**src/ac97_rb_map.svh**
```systemverilog
// Register map, field positions and reset values of the codec read-back block
`ifndef AC97_RB_MAP_SVH
`define AC97_RB_MAP_SVH

// ============================================================
// Register offsets
`define OFS_CODEC_COMMAND 8'h04
`define OFS_CODEC_READ_RESPONSE 8'h08
`define OFS_CODEC_SLOT_REQUESTS 8'h0c
`define OFS_IRQ_STATUS 8'h20
`define OFS_IRQ_MASK 8'h24

// ============================================================
// Read response fields
`define RESP_ADDR_VALID_BIT 31
`define RESP_DATA_VALID_BIT 30
`define RESP_PENDING_BIT 29
`define RESP_INDEX_HI 22
`define RESP_INDEX_LO 16
`define RESP_VALUE_HI 15
`define RESP_VALUE_LO 0

// ============================================================
// Command fields
`define CMD_DIRECTION_BIT 23
`define CMD_INDEX_HI 22
`define CMD_INDEX_LO 16

// ============================================================
// Slot requests and incoming slot 1 and slot 2 layout
`define REQ_HI 9
`define SLOT1_REQ_HI 11
`define SLOT1_REQ_LO 2
`define SLOT1_INDEX_HI 18
`define SLOT1_INDEX_LO 12
`define SLOT2_VALUE_HI 19
`define SLOT2_VALUE_LO 4

// ============================================================
// Incoming tag bits
`define TAG_READY_BIT 15
`define TAG_SLOT1_BIT 14
`define TAG_SLOT2_BIT 13

// ============================================================
// Interrupt bits
`define IRQ_ADDR_BIT 0
`define IRQ_DATA_BIT 1

// ============================================================
// Frame counts and reset values
`define TAG_LAST_BIT 5'd15
`define SLOT_LAST_BIT 5'd19
`define RESET_WORD 32'h0000_0000

`endif

```
**src/ac97_rb_pkg.sv**
```systemverilog
// Types shared by the codec read-back block
package ac97_rb_pkg;

   // ============================================================
   // Slots captured from one incoming frame
   typedef struct packed {
      logic [15:0] tag;
      logic [19:0] slot1;
      logic [19:0] slot2;
   } frame_t;

   typedef enum logic [2:0] {RX_IDLE, RX_TAG, RX_SLOT1, RX_SLOT2, RX_REST} rx_state_t;

   // ============================================================
   // Receiver state
   typedef struct packed {
      logic bclk_s1;
      logic bclk_s2;
      logic bclk_d;
      logic sync_s1;
      logic sync_s2;
      logic sdi_s1;
      logic sdi_s2;
      logic sync_seen;
      rx_state_t st;
      logic [4:0] cnt;
      logic [19:0] sh;
      logic [15:0] tag;
      logic [19:0] s1;
      frame_t fr;
      logic done;
   } rx_st_t;

   // ============================================================
   // Register block state
   typedef struct packed {
      logic addr_valid;
      logic data_valid;
      logic pending;
      logic cmd_direction;
      logic [6:0] cmd_index;
      logic [6:0] resp_index;
      logic [15:0] resp_value;
      logic [9:0] slot_req;
      logic [1:0] irq_status;
      logic [1:0] irq_mask;
      logic [31:0] prdata;
      logic slverr;
   } rb_st_t;

endpackage

```
**src/ac97_codec_reg_readback.sv**
```systemverilog
// Codec register read-back and slot request registers behind an APB slave
// ============================================================
// Operation
// - Address valid flag set on response, cleared after read
// - Data valid flag set on response, cleared after read
// - Pending flag high while codec read outstanding
// - Returned 7-bit index into bits 22:16
// - Returned 16-bit value into bits 15:0
// - Unused register bits always read zero
// - Slot 1 bits 11:2 to request bits 9:0
// - Slot 12 request bit 0, slot 4 bit 8
// - Address and data arrivals raise separate interrupts
`timescale 1ns/1ps

module ac97_codec_reg_readback (
   input wire logic ref_clk,
   input wire logic nrst,
   input wire logic psel,
   input wire logic penable,
   input wire logic pwrite,
   input wire logic [7:0] paddr,
   input wire logic [31:0] pwdata,
   output logic [31:0] prdata,
   output logic pready,
   output logic pslverr,
   input wire logic ac_bit_clk,
   input wire logic ac_sync,
   input wire logic ac_sdata_in,
   output logic irq
);
   import ac97_rb_pkg::*;
   `include "ac97_rb_map.svh"

   rb_st_t r;
   rb_st_t n;
   frame_t frame;
   logic frame_done;
   logic setup_rd;
   logic acc;
   logic acc_wr;
   logic acc_rd;
   logic ev_addr;
   logic ev_data;
   logic [1:0] irq_set;
   logic [1:0] irq_wclr;
   logic [1:0] irq_rclr;
   logic sel_cmd;
   logic sel_resp;
   logic sel_sts;
   logic sel_msk;
   logic cmd_read;
   logic cmd_dir_wr;
   logic [6:0] cmd_index_wr;
   logic [1:0] wr_irq_bits;
   logic tag_ready;
   logic tag_addr;
   logic tag_data;
   logic frame_ok;
   logic [6:0] frame_index;
   logic [15:0] frame_value;
   logic [9:0] frame_requests;

   // ============================================================
   // Link receiver
   ac97_frame_rx u_rx (
      .ref_clk(ref_clk),
      .nrst(nrst),
      .ac_bit_clk(ac_bit_clk),
      .ac_sync(ac_sync),
      .ac_sdata_in(ac_sdata_in),
      .frame(frame),
      .frame_done(frame_done)
   );

   // ============================================================
   // Register decode
   function automatic logic hit(input logic [7:0] a, input logic [7:0] ofs);
      hit = (a == ofs);
   endfunction

   function automatic logic mapped(input logic [7:0] a);
      mapped = hit(a, `OFS_CODEC_COMMAND) || hit(a, `OFS_CODEC_READ_RESPONSE) ||
               hit(a, `OFS_CODEC_SLOT_REQUESTS) || hit(a, `OFS_IRQ_STATUS) ||
               hit(a, `OFS_IRQ_MASK);
   endfunction

   // ============================================================
   // Register words
   function automatic logic [31:0] cmd_word(input rb_st_t s);
      logic [31:0] w;
      w = `RESET_WORD;
      w[`CMD_DIRECTION_BIT] = s.cmd_direction;
      w[`CMD_INDEX_HI:`CMD_INDEX_LO] = s.cmd_index;
      cmd_word = w;
   endfunction

   function automatic logic [31:0] resp_word(input rb_st_t s);
      logic [31:0] w;
      w = `RESET_WORD;
      w[`RESP_ADDR_VALID_BIT] = s.addr_valid;
      w[`RESP_DATA_VALID_BIT] = s.data_valid;
      w[`RESP_PENDING_BIT] = s.pending;
      w[`RESP_INDEX_HI:`RESP_INDEX_LO] = s.resp_index;
      w[`RESP_VALUE_HI:`RESP_VALUE_LO] = s.resp_value;
      resp_word = w;
   endfunction

   function automatic logic [31:0] req_word(input rb_st_t s);
      logic [31:0] w;
      w = `RESET_WORD;
      w[`REQ_HI:0] = s.slot_req;
      req_word = w;
   endfunction

   function automatic logic [31:0] irq_word(input logic [1:0] v);
      logic [31:0] w;
      w = `RESET_WORD;
      w[`IRQ_DATA_BIT:`IRQ_ADDR_BIT] = v;
      irq_word = w;
   endfunction

   function automatic logic irq_line(input logic [1:0] sts, input logic [1:0] msk);
      irq_line = |(sts & msk);
   endfunction

   function automatic logic [31:0] read_word(input rb_st_t s, input logic [7:0] a);
      logic [31:0] w;
      w = `RESET_WORD;
      case (a)
         `OFS_CODEC_COMMAND: begin
            w = cmd_word(s);
         end
         `OFS_CODEC_READ_RESPONSE: begin
            w = resp_word(s);
         end
         `OFS_CODEC_SLOT_REQUESTS: begin
            w = req_word(s);
         end
         `OFS_IRQ_STATUS: begin
            w = irq_word(s.irq_status);
         end
         `OFS_IRQ_MASK: begin
            w = irq_word(s.irq_mask);
         end
         default: begin
            w = `RESET_WORD;
         end
      endcase
      read_word = w;
   endfunction

   // ============================================================
   // Incoming slot fields
   function automatic logic [6:0] slot_index(input logic [19:0] s);
      slot_index = s[`SLOT1_INDEX_HI:`SLOT1_INDEX_LO];
   endfunction

   function automatic logic [15:0] slot_value(input logic [19:0] s);
      slot_value = s[`SLOT2_VALUE_HI:`SLOT2_VALUE_LO];
   endfunction

   function automatic logic [9:0] slot_requests(input logic [19:0] s);
      slot_requests = s[`SLOT1_REQ_HI:`SLOT1_REQ_LO];
   endfunction

   // ============================================================
   // Bus phases
   assign setup_rd = psel && !penable;
   assign acc = psel && penable;
   assign acc_wr = acc && pwrite && mapped(paddr);
   assign acc_rd = acc && !pwrite && mapped(paddr);

   // ============================================================
   // Register select
   assign sel_cmd = hit(paddr, `OFS_CODEC_COMMAND);
   assign sel_resp = hit(paddr, `OFS_CODEC_READ_RESPONSE);
   assign sel_sts = hit(paddr, `OFS_IRQ_STATUS);
   assign sel_msk = hit(paddr, `OFS_IRQ_MASK);

   // ============================================================
   // Write data fields
   assign cmd_dir_wr = pwdata[`CMD_DIRECTION_BIT];
   assign cmd_index_wr = pwdata[`CMD_INDEX_HI:`CMD_INDEX_LO];
   assign wr_irq_bits = pwdata[`IRQ_DATA_BIT:`IRQ_ADDR_BIT];
   assign cmd_read = acc_wr && sel_cmd && cmd_dir_wr;

   // ============================================================
   // Frame events
   assign tag_ready = frame.tag[`TAG_READY_BIT];
   assign tag_addr = frame.tag[`TAG_SLOT1_BIT];
   assign tag_data = frame.tag[`TAG_SLOT2_BIT];
   assign frame_ok = frame_done && tag_ready;
   assign ev_addr = frame_ok && tag_addr;
   assign ev_data = frame_ok && tag_data;
   assign frame_index = slot_index(frame.slot1);
   assign frame_value = slot_value(frame.slot2);
   assign frame_requests = slot_requests(frame.slot1);

   // ============================================================
   // Interrupt set and clear terms
   always_comb begin
      irq_set = 2'h0;
      irq_set[`IRQ_ADDR_BIT] = ev_addr;
      irq_set[`IRQ_DATA_BIT] = ev_data;

      // ============================================================
      // Write-one and read clears
      irq_wclr = 2'h0;
      if (acc_wr && sel_sts) begin
         irq_wclr = wr_irq_bits;
      end
      // Only the bits that the read returned are cleared
      irq_rclr = 2'h0;
      if (acc_rd && sel_sts) begin
         irq_rclr = r.prdata[`IRQ_DATA_BIT:`IRQ_ADDR_BIT];
      end
   end

   // ============================================================
   // Next state
   always_comb begin
      n = r;
      n.slverr = 1'b0;

      // ============================================================
      // Read data and error prepared in the setup cycle
      if (setup_rd) begin
         n.prdata = read_word(r, paddr);
         n.slverr = !mapped(paddr);
      end

      // ============================================================
      // Command and mask writes
      if (acc_wr && sel_cmd) begin
         n.cmd_direction = cmd_dir_wr;
         n.cmd_index = cmd_index_wr;
      end
      if (acc_wr && sel_msk) begin
         n.irq_mask = wr_irq_bits;
      end
      // Writes to the read-back registers are ignored

      // ============================================================
      // Response read ends the read processing for returned flags
      if (acc_rd && sel_resp) begin
         if (r.prdata[`RESP_ADDR_VALID_BIT]) begin
            n.addr_valid = 1'b0;
         end
         if (r.prdata[`RESP_DATA_VALID_BIT]) begin
            n.data_valid = 1'b0;
         end
      end

      // ============================================================
      // Captured frame, set wins over the read clear
      if (frame_ok) begin
         n.slot_req = frame_requests;
      end
      if (ev_addr) begin
         n.resp_index = frame_index;
         n.addr_valid = 1'b1;
      end
      if (ev_data) begin
         n.resp_value = frame_value;
         n.data_valid = 1'b1;
         n.pending = 1'b0;
      end
      // A new read command wins over the answer to the last one
      if (cmd_read) begin
         n.pending = 1'b1;
      end

      n.irq_status = (r.irq_status & ~(irq_wclr | irq_rclr)) | irq_set;
   end

   // ============================================================
   // State register
   always_ff @(posedge ref_clk or negedge nrst) begin
      if (!nrst) begin
         r <= '0;
      end else begin
         r <= n;
      end
   end

   // ============================================================
   // Outputs
   assign prdata = r.prdata;

   // ============================================================
   // Interrupt line
   assign irq = irq_line(r.irq_status, r.irq_mask);

   // ============================================================
   // Handshake
   always_comb begin
      pready = acc;
      pslverr = 1'b0;
      if (acc) begin
         pslverr = r.slverr;
      end
   end

endmodule

```
**src/ac97_frame_rx.sv**
```systemverilog
// AC-link input frame receiver, oversampled on the system clock
`timescale 1ns/1ps

module ac97_frame_rx (
   input wire logic ref_clk,
   input wire logic nrst,
   input wire logic ac_bit_clk,
   input wire logic ac_sync,
   input wire logic ac_sdata_in,
   output ac97_rb_pkg::frame_t frame,
   output logic frame_done
);
   import ac97_rb_pkg::*;
   `include "ac97_rb_map.svh"

   rx_st_t r;
   rx_st_t n;

   // ============================================================
   // Next state
   always_comb begin
      n = r;
      n.bclk_s1 = ac_bit_clk;
      n.bclk_s2 = r.bclk_s1;
      n.bclk_d = r.bclk_s2;
      n.sync_s1 = ac_sync;
      n.sync_s2 = r.sync_s1;
      n.sdi_s1 = ac_sdata_in;
      n.sdi_s2 = r.sdi_s1;
      n.done = 1'b0;
      // Falling bit clock edge samples a bit
      if (r.bclk_d && !r.bclk_s2) begin
         n.sync_seen = r.sync_s2;
         n.sh = {r.sh[18:0], r.sdi_s2};
         n.cnt = r.cnt + 5'd1;
         case (r.st)
            RX_IDLE: begin
               n.cnt = 5'd0;
            end
            RX_TAG: begin
               if (r.cnt == `TAG_LAST_BIT) begin
                  n.tag = {r.sh[14:0], r.sdi_s2};
                  n.st = RX_SLOT1;
                  n.cnt = 5'd0;
               end
            end
            RX_SLOT1: begin
               if (r.cnt == `SLOT_LAST_BIT) begin
                  n.s1 = {r.sh[18:0], r.sdi_s2};
                  n.st = RX_SLOT2;
                  n.cnt = 5'd0;
               end
            end
            RX_SLOT2: begin
               if (r.cnt == `SLOT_LAST_BIT) begin
                  n.fr = '{tag: r.tag, slot1: r.s1, slot2: {r.sh[18:0], r.sdi_s2}};
                  n.done = 1'b1;
                  n.st = RX_REST;
                  n.cnt = 5'd0;
               end
            end
            RX_REST: begin
               n.cnt = 5'd0;
            end
            default: begin
               n.st = RX_IDLE;
            end
         endcase
         // Rising sync marks the first tag bit
         if (r.sync_s2 && !r.sync_seen) begin
            n.st = RX_TAG;
            n.cnt = 5'd1;
         end
      end
   end

   // ============================================================
   // State register
   always_ff @(posedge ref_clk or negedge nrst) begin
      if (!nrst) begin
         r <= '0;
      end else begin
         r <= n;
      end
   end

   assign frame = r.fr;
   assign frame_done = r.done;

endmodule

```
**config.mk**
```make
export PLATFORM = sky130hd
export DESIGN_NAME = ac97_codec_reg_readback
export DESIGN_NICKNAME = d
export VERILOG_FILES = /design/src/ac97_rb_pkg.sv /design/src/ac97_codec_reg_readback.sv /design/src/ac97_frame_rx.sv
export VERILOG_INCLUDE_DIRS = /design/src /design/src/src
export SDC_FILE = /design/constraint.sdc
export NUM_CORES = 1
export LEC_CHECK = 0
export BUFFER_PORTS_ARGS = -buffer_cell sky130_fd_sc_hd__buf_4
export CAP_MARGIN = 5
export CORE_UTILIZATION = 54
export DETAILED_ROUTE_END_ITERATION = 8
export PLACE_DENSITY = 0.87
export SLEW_MARGIN = 20
export SYNTH_ARGS = -nofsm -noshare
export SYNTH_HDL_FRONTEND = slang
export SYNTH_HIERARCHICAL = 1
export SYNTH_SLANG_ARGS = --single-unit
```
**constraint.sdc**
```tcl
create_clock -name ref_clk -period 1.9 [get_ports ref_clk]
set_clock_uncertainty 0.15 [all_clocks]
set_input_delay 0 -clock ref_clk [delete_from_list [all_inputs] [get_ports ref_clk]]
set_output_delay 0 -clock ref_clk [all_outputs]
set_load 0.05 [all_outputs]
```
**Word level (Yosys, flattened, before mapping)**

Index checks and enable logic that the tools add are counted.

- Flip-flop bits (word level): 207
- Logic and storage cells: 110
- Input bits: 48
- Output and inout bits: 35

- Muxes and demuxes: 20
- Bitwise gates (word level): 5
- Add/sub/neg operators: 1
- Reductions and logical operators: 40
- Equal/unequal tests: 15

Operators by type and width:

| kind | count |
|---|---|
| 32-bit one-hot mux with 5 select lines | 1 |
| 8-bit 2-to-1 mux | 4 |
| 5-bit one-hot mux with 4 select lines | 1 |
| 1-bit logical AND | 17 |
| 8-bit by 4-bit == test with 1-bit output, second input constant | 2 |
| 8-bit by 6-bit == test with 1-bit output, second input constant | 2 |
| 3-bit one-hot mux with 4 select lines | 1 |
| 2-bit nonzero test | 5 |
| 1-bit 2-to-1 mux | 9 |
| 3-bit by 1-bit != test with 1-bit output, second input constant | 3 |
| 3-bit AND reduction | 3 |
| 8-bit by 3-bit == test with 1-bit output, second input constant | 1 |
| 2-bit 2-to-1 mux | 4 |
| 3-bit by 2-bit == test with 1-bit output, second input constant | 2 |
| 5-bit by 1-bit adder with 5-bit output, second input constant | 1 |
| 5-bit by 4-bit == test with 1-bit output, second input constant | 1 |
| 5-bit == test, second input constant | 1 |
| 1-bit logical NOT | 5 |
| 5-bit AND reduction | 1 |
| 2-bit AND | 2 |
| 1-bit logical OR | 4 |
| 2-bit OR | 2 |
| 2-bit AND reduction | 2 |
| 2-bit OR reduction | 2 |
| other kinds (5) | 5 |

**Logic depth before layout (Yosys ltp)**

- Depth in word-level cells: 12
- Depth in mapped cells: 7

**Hierarchy**

The synthesis kept the hierarchy.

Modules (own cells, without submodules):

| module | times used | cells each | area an instance (µm²) | seq. area each (µm²) |
|---|---|---|---|---|
| ac97_frame_rx | 1 | 411 | 5411.4 | 3203.1 |
| ac97_codec_reg_readback | 1 | 264 | 3387.0 | 1901.8 |

**Least setup slack after synthesis**

No wires, ideal clock.

- Path kind: reg2reg
- Start: reg u_rx/r[113] (netlist bit)
- End: reg u_rx/r[117] (netlist bit)
- Data required time: 1.684 ns
- Arrival time: 1.729 ns
- Stages on the path, launching flop included: 8
- Path slack: -0.045 ns
- Library setup time: 0.066 ns
- Path through: dfrtp_1 -> ha_1 -> buf_2 -> nand3_1 -> ha_1 -> or4b_2 -> o221ai_1 -> a22o_1

- Word-level cells in the longest chain between the ends: 4
- Elaborated cells on any way between the ends: 8

Ends and longest elaborated chain:

| element | RTL line | text |
|---|---|---|
| start, declared | ac97_frame_rx.sv:16 | `rx_st_t r;` |
| start signal, assigned | ac97_frame_rx.sv:83 | `r <= n;` |
| 5-bit by 1-bit adder with 5-bit output (tied with other cells) | ac97_frame_rx.sv:35 | `n.cnt = r.cnt + 5'd1;` |
| 8-bit 2-to-1 mux (on tied branches) | ac97_frame_rx.sv:55, ac97_frame_rx.sv:41, ac97_frame_rx.sv:48 |  |
| 5-bit one-hot mux with 4 select lines (*) | ac97_frame_rx.sv:36 | `case (r.st)` |
| 8-bit 2-to-1 mux (*) | ac97_frame_rx.sv:70 | `if (r.sync_s2 && !r.sync_seen) begin` |

Mark *: on every way between the ends. The rest lies on a longest branch, timed or not. The select of a mux whose other input is x is not followed.
A chain may end at the register's enable or synchronous reset.

==> summary.txt <==
Status
  – Run status: finished clean

Die
  – Core footprint: 0.01324 sq mm
  – IO Count: 83
  – DIE HEIGHT: 118.6 um
  – Initial Util: 55.44%
  – Rows: 42
  – Die Area: 0.01407 sq mm
  – Die W: 118.6 um

Drt
  – Drt pass-1 iters: 5
  – Routed wire length: 14,310 um
  – Final ANT Viol Nets: 0
  – Starting DRC count in detailed routing: 353
  – DRC: 0
  – Via count: 4,541
  – DR WL/cell: 17.62 um
  – Vias/cell: 5.592

Worst setup path
  – Reg-to-Reg Start: prdata[1]$_DFFE_PN0P_
  – Crit path launch type: input port
  – R2R cell count: 4
  – Worst Path Required: 2060 ps
  – Critical path peak fanout: 7
  – Crit Path Category: input port to flip-flop
  – CP Capture Type: flip-flop
  – Arrival @ worst endpoint: 2040 ps
  – Critical path origin: paddr[5]

Power
  – Max IR drop VDD: 0.0007244 V
  – Leak: 0.004352 uW
  – Cell Pwr Density: 898.0 mW/mm^2

GRT
  – Vias in the first global route: 4,758
  – Grt ovf: 0
  – First-pass GRT wire length: 23,670 um
  – Largest net degree at the start of global routing: 67
  – Antenna violations before repair: 0
  – GRT Total Usage: 21.58%

Layout
  – Layout Utilization: 63.79%
  – N_diodes: 0
  – Non-filler cells, final: 812
  – Fin area: 0.008447 sq mm
  – Nets@finish: 673
  – Layout cells sized above 1: 30.35%
  – Area grow syn2layout: 15.05%

Min path
  – Worst hold stages: 5
  – Hold Path Class: input port to flip-flop
  – Hold path startpoint: paddr[6]

Timing
  – Setup Viol. Count Final: 0
  – Setup TNS Final: 0 ps
  – Slew @ Worst Pin: 549.6 ps
  – Hold Vio Cnt, Final: 0
  – RSZ-0062 raised after global routing: yes
  – Crit share post-route: 99.18%
  – Max-slew headroom: 63.20%
  – Peak Freq: 0.5307 GHz
  – Max Slew Vio Count: 0
  – Fin crit period: 1884 ps

Placed design
  – Routability Congestion: 0.9022
  – PortBufs: 55
  – Post-detail-place hpwl: 9055 um
  – Placed Instances: 744
  – Placed cell area: 0.007515 sq mm

Clock tree
  – CTS tree: yes
  – TritonCTS buffer count: 17
  – CTS Sinks: 168
  – Worst skew pair latency: 430 ps
  – CTS Buffer Depth: 2
  – CTS root buf: clkbuf_16
  – H-tree levels: 4
  – Clock transition at path regs: 70 ps

Synth
  – Synth Area per Inst: 12.59 sq um
  – Mapped Cells: 583
  – Yosys warnings: 6
  – Mapped cell area: 0.007342 sq mm

Job
  – MaxCap Viol Count: 0
-- sequential cells by signal (all words and copies together), names as in the netlist --
signal / flops
r: 49
u_rx/r: 51
u_rx/frame: 36
u_rx/frame_done: 1
u_rx/n: 4
prdata: 27
-- cell type report --
type	instances	area, sq um
fill	889	4796
sequential	168	4205
multi-input combinational	314	2461
timing repair buffer	110	962.2
clock buffer	19	442.9
tap	176	220.2
clock inverter	13	110.1
inverter	12	45.04
-- critical path, stage by stage --
cell,delay (ps)
dlygate4sd3_1,530
buf_4,140
nand3_1,160
o41ai_1,520
dlygate4sd3_1,640
nand2_1,50
-- power breakdown --
| group | internal (uW) | total, uW | leakage (uW) | switching, uW |
|---|---|---|---|---|
| Combinational | 253 | 599 | 0.00182 | 347 |
| Clock | 1740 | 3190 | 0.000262 | 1450 |
| Sequential | 3690 | 3800 | 0.00227 | 106 |
| Total | 5680 | 7590 | 0.00435 | 1910 |
-- metrics by stage --
step	setup WS, ps	hold WS [ps]	power (uW)
4_1_cts	27.09	10.36	7605
3_5_place_dp	24.04	-180.9	4381
5_1_grt	-53.23	56.99	7856
3_3_place_gp	75.15	-184.0	4344
6_report	15.65	30.07	7585
2_1_floorplan	3.924	-445.6	4135
-- cells in the final DEF, fill, tap and decap left out, types with 4 or more instances in the layout --
| master | instances |
|---|---|
| dlygate4sd3_1 | 33 |
| o21ai_0 | 17 |
| inv_6 | 6 |
| a22o_1 | 19 |
| nand2b_1 | 4 |
| and3_1 | 4 |
| a22oi_1 | 7 |
| buf_4 | 72 |
| a21o_1 | 7 |
| clkinv_4 | 4 |
| mux2_2 | 67 |
| nor2_1 | 10 |
| inv_1 | 12 |
| clkbuf_16 | 17 |
| buf_12 | 4 |
| conb_1 | 5 |
| mux2_1 | 33 |
| dfrtp_1 | 167 |
| mux2i_1 | 7 |
| nor3_1 | 11 |
| nand2_1 | 74 |
| nand3_1 | 9 |
-- layer usage --
metal | wire length, um | part of all wire [%] | GRT usage, %
met1 | 5890 | 41 | 25.58
met2 | 7434 | 52 | 37.24
met3 | 659 | 4.6 | 5.116
met4 | 323 | 2.3 | 9.652
met5 | 0 | 0 | 0
-- worst paths after layout --
check / slack (ps) / endpoint
worst max register to register: 40 / r[36]$_DFF_PN0_
min in group asynchronous: 460 / u_rx/n[124]$_DFF_PN0_
worst max-delay path: 20 / r[36]$_DFF_PN0_
worst min register to register: 200 / u_rx/n[126]$_DFF_PN0_
worst min-delay path: 30 / prdata[22]$_DFFE_PN0P_
max in group asynchronous: 460 / u_rx/frame[16]$_DFFE_PN0P_
-- what timing repair did --
action	CTS	global route
hold buffers	33	0
setup endpoints to repair	1	17
setup buffers	1	1
pin swaps	0	2
hold endpoints to repair	204	0
resized for setup	0	9
cloned	0	1
(Power assumes the default switching activity.)
